## config.mk

```make
export PLATFORM = sky130hd
export DESIGN_NAME = rch_receiver_cmd
export DESIGN_NICKNAME = d
export VERILOG_FILES = /design/src/pkg/rch_pkg.sv /design/src/design/rch_receiver_cmd.sv
export SDC_FILE = /design/constraint.sdc
export NUM_CORES = 2
export LEC_CHECK = 0
export BUFFER_PORTS_ARGS = -buffer_cell sky130_fd_sc_hd__buf_2
export CAP_MARGIN = 30
export CORE_MARGIN = 10
export CORE_UTILIZATION = 48
export DETAILED_ROUTE_END_ITERATION = 10
export PLACE_DENSITY_LB_ADDON = 0.2
export SLEW_MARGIN = 0
export SYNTH_ARGS = -nofsm -noshare
export SYNTH_HDL_FRONTEND = slang
export SYNTH_SLANG_ARGS = --single-unit
```

## constraint.sdc

```tcl
create_clock -name clk -period 5.1 [get_ports clk]
set_clock_uncertainty 0.1 [all_clocks]
set_input_delay 0.255 -clock clk [delete_from_list [all_inputs] [get_ports clk]]
set_output_delay 0.255 -clock clk [all_outputs]
set_load 0.03 [all_outputs]
```

## src/pkg/rch_pkg.sv

```systemverilog
// Constants, carrier structs and state type of the receiver command handler
package rch_pkg;
  localparam int LIST_MAX    = 34;
  localparam int PRE_W       = 28;
  localparam int CLK_HZ      = 250_000_000;
  localparam int HOLD_UNIT_S = 1;
  localparam int SEC_CYCLES  = HOLD_UNIT_S * CLK_HZ;

  localparam logic [3:0] A_CMD   = 4'h0;
  localparam logic [3:0] A_DEVID = 4'h1;
  localparam logic [3:0] A_FWVER = 4'h2;
  localparam logic [3:0] A_CFG   = 4'h3;
  localparam logic [3:0] A_TIMES = 4'h4;
  localparam logic [3:0] A_DUR   = 4'h5;
  localparam logic [3:0] A_LCNT  = 4'h6;
  localparam logic [3:0] A_LIDX  = 4'h7;
  localparam logic [3:0] A_STAT  = 4'h8;

  localparam logic [7:0] DUR_RST     = 8'h05;
  localparam logic [7:0] DUPWIN_RST  = 8'h7d;
  localparam logic [7:0] SPACING_RST = 8'h0d;
  localparam logic [7:0] WGID_RST    = 8'h7f;
  localparam logic [9:0] DEVID_RST   = 10'h001;
  localparam logic [7:0] LIST_RST    = 8'h7f;
  localparam logic [9:0] BYTE_MAX    = 10'h0ff;
  localparam logic [9:0] DEVID_MAX   = 10'h3e7;
  localparam logic [9:0] WGID_MIN    = 10'h001;
  localparam logic [9:0] WGID_MAX    = 10'h0fa;
  localparam logic [7:0] ALARM_CODE  = 8'h00;
  localparam logic [5:0] NO_HIT      = 6'h3f;
  localparam logic [1:0] MAX_DIG     = 2'h3;

  localparam logic [7:0] RC_OK    = 8'h00;
  localparam logic [7:0] RC_DUP   = 8'h01;
  localparam logic [7:0] RC_FULL  = 8'h02;
  localparam logic [7:0] RC_EMPTY = 8'h03;
  localparam logic [7:0] RC_ABSENT = 8'h04;
  localparam logic [7:0] RC_RANGE = 8'h05;
  localparam logic [7:0] RC_CMD   = 8'h06;

  localparam logic [9:0] C_OUT1      = 10'h00a;
  localparam logic [9:0] C_OUT2      = 10'h00b;
  localparam logic [9:0] C_WGALM_OFF = 10'h00c;
  localparam logic [9:0] C_ALM1_OFF  = 10'h00d;
  localparam logic [9:0] C_ALM2_OFF  = 10'h00e;
  localparam logic [9:0] C_VR1_OFF   = 10'h010;
  localparam logic [9:0] C_VR2_OFF   = 10'h011;
  localparam logic [9:0] C_WGALM_ON  = 10'h01a;
  localparam logic [9:0] C_ALM1_ON   = 10'h01b;
  localparam logic [9:0] C_ALM2_ON   = 10'h01c;
  localparam logic [9:0] C_VR1_ON    = 10'h01e;
  localparam logic [9:0] C_VR2_ON    = 10'h01f;
  localparam logic [9:0] C_LIST_DEF  = 10'h022;
  localparam logic [9:0] C_LIST_CLR  = 10'h025;
  localparam logic [9:0] C_QCFG      = 10'h026;
  localparam logic [9:0] C_QPING     = 10'h028;

  localparam logic [7:0] CH_0   = 8'h30;
  localparam logic [7:0] CH_9   = 8'h39;
  localparam logic [7:0] CH_C   = 8'h63;
  localparam logic [7:0] CH_D   = 8'h44;
  localparam logic [7:0] CH_E   = 8'h45;
  localparam logic [7:0] CH_I   = 8'h49;
  localparam logic [7:0] CH_L   = 8'h4c;
  localparam logic [7:0] CH_T   = 8'h54;
  localparam logic [7:0] CH_W   = 8'h57;
  localparam logic [7:0] CH_ADD = 8'h2b;
  localparam logic [7:0] CH_DEL = 8'h2d;
  localparam logic [7:0] CH_CR  = 8'h0d;
  localparam logic [7:0] CH_LF  = 8'h0a;

  typedef struct packed {
    logic [3:0]  addr;
    logic [31:0] wdata;
    logic        wr;
    logic        rd;
  } rchBusReq_t;

  typedef struct packed {
    logic       valid;
    logic [7:0] code;
  } rchTagRead_t;

  typedef struct packed {
    logic [9:0]                    num;
    logic [1:0]                    nDig;
    logic                          bad;
    logic [9:0]                    devId;
    logic [1:0][7:0]               dur;
    logic [7:0]                    dupWin;
    logic [7:0]                    spacing;
    logic [7:0]                    wgId;
    logic [1:0]                    alarmEn;
    logic [1:0]                    validEn;
    logic                          wgAlarm;
    logic [5:0]                    count;
    logic [LIST_MAX-1:0][7:0]      list;
    logic [5:0]                    idx;
    logic [1:0][7:0]               remain;
    logic [1:0][PRE_W-1:0]         pre;
    logic                          respRdy;
    logic                          respQry;
    logic [7:0]                    respCode;
    logic [31:0]                   rdata;
    logic [1:0]                    out;
  } rchState_t;
endpackage : rch_pkg

```

## src/design/rch_receiver_cmd.sv

```systemverilog
// Receiver command interpreter with two timed discrete outputs
//
// The register offsets and the plain strobed port are this design's own decisions.
`timescale 1ns/1ns
module rch_receiver_cmd #(
  parameter int          SEC_CYCLES = rch_pkg::SEC_CYCLES,
  parameter logic [15:0] FW_VERSION = 16'h0100  // Arbitrary value
) (
  input  wire logic                clk,       // 250 MHz clock
  input  wire logic                rst_b,     // Sync reset, low
  input  wire rch_pkg::rchBusReq_t busReq,    // Register request
  output logic [31:0]              busRdata,  // Read data, next cycle
  input  wire rch_pkg::rchTagRead_t tagRead,  // Tag read report
  output logic [1:0]               outLine    // Discrete outputs
);
  localparam int PRE_W = rch_pkg::PRE_W;

  rch_pkg::rchState_t s_q;
  rch_pkg::rchState_t s_d;
  logic [7:0] ch;
  logic       isDig;
  logic       exec;
  logic [7:0] rc;
  logic       qry;
  logic [1:0] imm;
  logic [1:0] trig;
  logic [5:0] hit;
  logic       tagHit;

  function automatic logic [5:0] rch_find(
    input logic [rch_pkg::LIST_MAX-1:0][7:0] l,
    input logic [5:0]                        n,
    input logic [7:0]                        v);
    logic [5:0] r;
    r = rch_pkg::NO_HIT;
    for (int k = rch_pkg::LIST_MAX - 1; k >= 0; k--) begin
      if (6'(k) < n && l[k] == v) r = 6'(k);
    end
    return r;
  endfunction : rch_find

  // Commands accepted with no local effect (serial, baud, Wiegand framing)
  function automatic logic rch_ack_only(input logic [9:0] c);
    case (c)
      10'h00f, 10'h012, 10'h013, 10'h014, 10'h015, 10'h016, 10'h017,
      10'h018, 10'h019, 10'h01d, 10'h020, 10'h021, 10'h023, 10'h024,
      10'h027: return 1'b1;
      default: return 1'b0;
    endcase
  endfunction : rch_ack_only

  always_comb begin
    s_d    = s_q;
    ch     = busReq.wdata[7:0];
    isDig  = ch >= rch_pkg::CH_0 && ch <= rch_pkg::CH_9;
    exec   = 1'b0;
    rc     = rch_pkg::RC_OK;
    qry    = 1'b0;
    imm    = 2'b00;
    hit    = rch_find(s_q.list, s_q.count, s_q.num[7:0]);
    tagHit = rch_find(s_q.list, s_q.count, tagRead.code) != rch_pkg::NO_HIT;
    trig   = 2'b00;

    // Read data stands only in the cycle after the strobe
    s_d.rdata = '0;
    if (busReq.rd) begin
      case (busReq.addr)
        rch_pkg::A_CMD:   s_d.rdata = 32'({s_q.respQry, s_q.respRdy,
                                           s_q.respCode});
        rch_pkg::A_DEVID: s_d.rdata = 32'(s_q.devId);
        rch_pkg::A_FWVER: s_d.rdata = 32'(FW_VERSION);
        rch_pkg::A_CFG:   s_d.rdata = 32'({s_q.validEn, s_q.alarmEn,
                                           s_q.wgAlarm});
        rch_pkg::A_TIMES: s_d.rdata = 32'({s_q.wgId, s_q.spacing,
                                           s_q.dupWin});
        rch_pkg::A_DUR:   s_d.rdata = 32'({s_q.dur[1], s_q.dur[0]});
        rch_pkg::A_LCNT:  s_d.rdata = 32'(s_q.count);
        rch_pkg::A_LIDX:  s_d.rdata = (s_q.idx < s_q.count) ?
                                      32'(s_q.list[s_q.idx]) : '0;
        rch_pkg::A_STAT:  s_d.rdata = 32'(s_q.out);
        default:          s_d.rdata = '0;
      endcase
      if (busReq.addr == rch_pkg::A_CMD) s_d.respRdy = 1'b0;
    end
    if (busReq.wr && busReq.addr == rch_pkg::A_LIDX) begin
      s_d.idx = busReq.wdata[5:0];
    end

    // Character parser: digits accumulate, any other byte except a CR or LF with no digits pending ends a command
    if (busReq.wr && busReq.addr == rch_pkg::A_CMD) begin
      if (isDig) begin
        if (s_q.nDig == rch_pkg::MAX_DIG) begin
          s_d.bad = 1'b1;
        end else begin
          s_d.num  = 10'(13'(s_q.num) * 13'h00a + 13'(ch[3:0]));
          s_d.nDig = s_q.nDig + 2'h1;
        end
      end else if ((ch == rch_pkg::CH_CR || ch == rch_pkg::CH_LF) &&
                   s_q.nDig == '0 && !s_q.bad) begin
        s_d.bad = 1'b0; // Idle line ending, ignored
      end else begin
        exec = 1'b1;
      end
    end

    if (exec) begin
      s_d.num  = '0;
      s_d.nDig = '0;
      s_d.bad  = 1'b0;
      if (s_q.bad || s_q.nDig == '0) begin
        rc = rch_pkg::RC_CMD;
      end else begin
        case (ch)
          rch_pkg::CH_C: begin
            case (s_q.num)
              rch_pkg::C_OUT1:      imm[0] = 1'b1;
              rch_pkg::C_OUT2:      imm[1] = 1'b1;
              rch_pkg::C_ALM1_OFF:  s_d.alarmEn[0] = 1'b0;
              rch_pkg::C_ALM1_ON:   s_d.alarmEn[0] = 1'b1;
              rch_pkg::C_ALM2_OFF:  s_d.alarmEn[1] = 1'b0;
              rch_pkg::C_ALM2_ON:   s_d.alarmEn[1] = 1'b1;
              rch_pkg::C_VR1_OFF:   s_d.validEn[0] = 1'b0;
              rch_pkg::C_VR1_ON:    s_d.validEn[0] = 1'b1;
              rch_pkg::C_VR2_OFF:   s_d.validEn[1] = 1'b0;
              rch_pkg::C_VR2_ON:    s_d.validEn[1] = 1'b1;
              rch_pkg::C_WGALM_OFF: s_d.wgAlarm = 1'b0;
              rch_pkg::C_WGALM_ON:  s_d.wgAlarm = 1'b1;
              rch_pkg::C_LIST_DEF, rch_pkg::C_LIST_CLR: begin
                // Default list kept as the single entry; never empty
                s_d.list    = '0;
                s_d.list[0] = rch_pkg::LIST_RST;
                s_d.count   = 6'h01;
              end
              rch_pkg::C_QCFG, rch_pkg::C_QPING: qry = 1'b1;
              default: rc = rch_ack_only(s_q.num) ?
                            rch_pkg::RC_OK : rch_pkg::RC_CMD;
            endcase
          end
          rch_pkg::CH_D, rch_pkg::CH_E: begin
            if (s_q.num > rch_pkg::BYTE_MAX) begin
              rc = rch_pkg::RC_RANGE;
            end else if (ch == rch_pkg::CH_D) begin
              s_d.dur[0] = s_q.num[7:0];
            end else begin
              s_d.dur[1] = s_q.num[7:0];
            end
          end
          rch_pkg::CH_I: begin
            if (s_q.num > rch_pkg::DEVID_MAX) rc = rch_pkg::RC_RANGE;
            else s_d.devId = s_q.num;
          end
          rch_pkg::CH_L: begin
            if (s_q.num > rch_pkg::BYTE_MAX) rc = rch_pkg::RC_RANGE;
            else s_d.dupWin = s_q.num[7:0];
          end
          rch_pkg::CH_T: begin
            if (s_q.num > rch_pkg::BYTE_MAX) rc = rch_pkg::RC_RANGE;
            else s_d.spacing = s_q.num[7:0];
          end
          rch_pkg::CH_W: begin
            if (s_q.num < rch_pkg::WGID_MIN || s_q.num > rch_pkg::WGID_MAX)
              rc = rch_pkg::RC_RANGE;
            else s_d.wgId = s_q.num[7:0];
          end
          rch_pkg::CH_ADD: begin
            if (s_q.num > rch_pkg::BYTE_MAX) begin
              rc = rch_pkg::RC_RANGE;
            end else if (hit != rch_pkg::NO_HIT) begin
              rc = rch_pkg::RC_DUP;
            end else if (s_q.count == 6'(rch_pkg::LIST_MAX)) begin
              rc = rch_pkg::RC_FULL;
            end else begin
              s_d.list[s_q.count] = s_q.num[7:0];
              s_d.count = s_q.count + 6'h01;
            end
          end
          rch_pkg::CH_DEL: begin
            if (s_q.num > rch_pkg::BYTE_MAX) begin
              rc = rch_pkg::RC_RANGE;
            end else if (hit == rch_pkg::NO_HIT) begin
              rc = rch_pkg::RC_ABSENT;
            end else if (s_q.count == 6'h01) begin
              rc = rch_pkg::RC_EMPTY;
            end else begin
              // Close the gap so entries stay packed below count
              for (int k = 0; k < rch_pkg::LIST_MAX - 1; k++) begin
                if (6'(k) >= hit) s_d.list[k] = s_q.list[k+1];
              end
              s_d.list[rch_pkg::LIST_MAX-1] = '0;
              s_d.count = s_q.count - 6'h01;
            end
          end
          default: rc = rch_pkg::RC_CMD;
        endcase
      end
      // A new answer wins over a read clearing the previous one
      s_d.respRdy  = 1'b1;
      s_d.respCode = rc;
      s_d.respQry  = qry;
    end

    for (int i = 0; i < 2; i++) begin
      trig[i] = imm[i] | (tagRead.valid &
                ((s_q.alarmEn[i] & tagRead.code == rch_pkg::ALARM_CODE) |
                 (s_q.validEn[i] & tagHit)));
      if (trig[i]) begin
        s_d.remain[i] = s_q.dur[i];
        s_d.pre[i]    = '0;
      end else if (s_q.remain[i] != '0) begin
        if (s_q.pre[i] == PRE_W'(SEC_CYCLES - 1)) begin
          s_d.pre[i]    = '0;
          s_d.remain[i] = s_q.remain[i] - 8'h01;
        end else begin
          s_d.pre[i] = s_q.pre[i] + PRE_W'(1);
        end
      end
      s_d.out[i] = s_d.remain[i] != '0;
    end

    if (!rst_b) begin
      s_d         = '0;
      s_d.devId   = rch_pkg::DEVID_RST;
      s_d.dur[0]  = rch_pkg::DUR_RST;
      s_d.dur[1]  = rch_pkg::DUR_RST;
      s_d.dupWin  = rch_pkg::DUPWIN_RST;
      s_d.spacing = rch_pkg::SPACING_RST;
      s_d.wgId    = rch_pkg::WGID_RST;
      s_d.list[0] = rch_pkg::LIST_RST;
      s_d.count   = 6'h01;
    end
  end

  always_ff @(posedge clk) begin
    s_q <= s_d;
  end

  assign busRdata = s_q.rdata;
  assign outLine  = s_q.out;

  // Well-formed command executing this cycle, and its c-code form
  logic numCmd;
  logic cmdC;
  assign numCmd = exec && !s_q.bad && s_q.nDig != '0;
  assign cmdC   = numCmd && ch == rch_pkg::CH_C;
endmodule : rch_receiver_cmd

```

==> results.md <==
* Max-cap violations at 0
* Drt wl/cell at 25.8 um
* Setup TNS at 0 ns
* Design area at 0.0381 mm2
* Critical path endpoint category: register
* Worst-margin pin slew at 1.07 ns
* GP Congestion at 1.07
* Dpl hpwl at 90600 um
* Reg clk slew, reported paths at 0.07 ns
* Layout cells sized above 1 at 12.2%
* Critical Path Fanout Max at 16
* Worst r2r src: s_q[396]
* # IOs at 83
* Initial Util at 48.5%
* Worst Setup Start Kind: register
* Vias at 33562
* Final Setup Violations at 0
* Tot GR Track Use at 30.8%
* Vias in the first global route at 31272
* Number of CTS-inserted buffers at 54
* DRT Wirelength at 133000 um
* Synthesized area at 0.0347 mm2
* # fillers at 6851
* Register area share after synthesis at 26.3%
* Final hold slack at 0.0796 ns
* DIE WIDTH at 289 um
* Final worst path period need at 5.00 ns
* Core ar. at 0.0716 mm2
* Slew margin rel. at 28.3%
* Dominant synthesized flop cell: dfxtp_1
* Clock Tree Root: clkbuf_16
* Pleak at 13.3 nW
* Overall power at 8.08 mW
* Total gr overflow at 0
* Cell count of the worst hold path at 4
* Worst Hold End: busRdata[8]
* Hold crit path type: in2reg
* Post-route DRC at 0
* Drt first pass iters at 8
* Die area at 0.0834 mm2
* Post-synth EDFFs at 0
* Wl on met1 at 52900 um
* Highest Signal Layer: met5
* First-pass GRT wire length at 200000 um
* Fin crit share at 98.1%
* Clk sink count at 456
* Area of placed instances at 0.0360 mm2
* RR Endpoint: s_q[204]
* H-tree depth at 2
* Seq cells post-synth at 456
* Most common cell after layout, fill and taps aside: xnor2_1
* Fin nets at 4234
* Setup WS pre-CTS at 0.462 ns
* CTS tree: done
* DR iter-0 viols at 3962
* Ys async rst share at 0%
* Count of final hold-check violations at 0
* WP data required at 5.53 ns
* Slew Viols, Final at 0
* Hold Crit Start: busReq[34]
* R2R setup slack at 0.1 ns
* Post-synth cell types at 98
* Met2 wire len at 57900 um
* Status: finished clean
* Worst-Skew Late Latency at 0.67 ns
* Vias per cell at 6.53
* Die Span Y at 289 um
* Crit path kind: reg2reg
* R2R cell count at 12
* Mean post-synth cell area at 8.20 um2
* Max Clk Rate at 0.200 GHz
* Metal3 WL at 13400 um
* Initial antenna violation count at 3
* Most frequent cells in the layout: 449 x xnor2_1, 446 x dfxtp_1, 420 x nand2_1
* # rows at 98
* Syn-to-layout area delta at 9.67%
* RSZ-0062 raised after global routing: no
* PD cells at 212 mW/mm2
* Final worst slack at 0.0965 ns
* Number of buffers on the longest clock path at 3
* Buffers on Ports at 50
* Pin count of the biggest net entering global routing at 184
* Maximum resistive drop on vdd at 0.262 mV
* Synth Instances at 4234
* DRT antenna net count at 0
* CP Data Arrival Time at 5.43 ns
* YS warnings at 0
cell usage after synthesis, drive strengths merged, types with 32 or more instances:
master	count	area share (%)
xnor2	449	11
dfxtp	456	26
buf	168	2.7
nand4	121	2.2
ha	35	1.3
nor3	135	2.0
xor2	171	4.3
nor2	412	4.5
nand2	421	4.6
nand3	101	1.5
a21oi	275	4.0
clkbuf	220	2.4
nor2b	51	0.92
nor4	61	1.2
a211oi	98	2.1
mux4	80	5.2
mux2i	311	9.0
mux2	49	1.6
inv	32	0.35
a221oi	51	1.3
o21ai	120	1.8
area by class of cell:
class / instances / area [um2] / share of cell area, %
inverters: 32 / 128 / 0.335
clock buffers: 78 / 1580 / 4.16
multi-input cells: 3365 / 23700 / 62.4
flip-flops and latches: 456 / 9170 / 24.1
well taps: 950 / 1190 / 3.12
diodes: 2 / 5.00 / 0.0132
repair buffers: 239 / 1940 / 5.11
clock inverters: 21 / 290 / 0.763
cell families after synthesis:
group / synth area share [%]
AO/OA/AOI/OAI: 15.3
XOR/XNOR: 15.6
adder cells (fa/ha/maj): 1.38
buffers and inverters: 5.46
flip-flops: 26.3
multiplexers: 15.8
other: 0.0108
AND/OR/NAND/NOR: 20.1
what timing repair did:
item,in CTS,in global routing
endpoints found under the setup margin,0,0
resized for setup,0,0
setup buffers,0,0
hold endpoints to repair,18,0
hold buffers,14,0
registers in the layout (all words and copies together), names as in the netlist, named ones only:
name,flops
s_q,429
busRdata,24
outLine,2
through the flow:
| step | utilization (%) | std cells |
|---|---|---|
| final | 53.1 | 5143 |
| after global routing | 53.1 | 5142 |
| after CTS | 53.1 | 5140 |
| after detailed placement | 50.3 | 5027 |
| after global placement | 50.2 | 5022 |
| after floorplan | - | 4241 |
power breakdown:
group | total (mW) | switching [mW] | internal (mW)
combinational | 0.418 | 0.279 | 0.139
clock | 4.09 | 1.72 | 2.38
sequential | 3.57 | 0.00669 | 3.56
total | 8.08 | 2.00 | 6.07
metal layers:
layer / track usage, % / up-vias
met2: 46.9 / 1889
met1: 39.9 / 16188
met5: 0 / -
li1: - / 15014
met3: 6.31 / 469
met4: 18.2 / 2
critical path: stages (launching register included):
cell	delay (ns)
dfxtp_1	0.89
buf_4	0.29
nor3_1	0.08
a21oi_1	0.58
nand4_1	0.25
a211oi_1	0.58
o2111a_1	0.28
o22ai_1	0.17
o21ai_2	0.40
buf_4	0.23
or3_1	0.58
a21oi_1	0.15
a311oi_1	0.28
worst max-delay path by stage:
stage / start / slack (ns) / endpoint
global route: s_q[396] / 0.1 / s_q[209]
detailed placement: s_q[396] / 0.46 / s_q[317]
finish: s_q[396] / 0.1 / s_q[204]
global placement: s_q[396] / 0.48 / s_q[317]
floorplan: s_q[395] / 1.26 / s_q[129]
CTS: s_q[395] / 0.35 / s_q[263]
(Power assumes the default switching activity.)
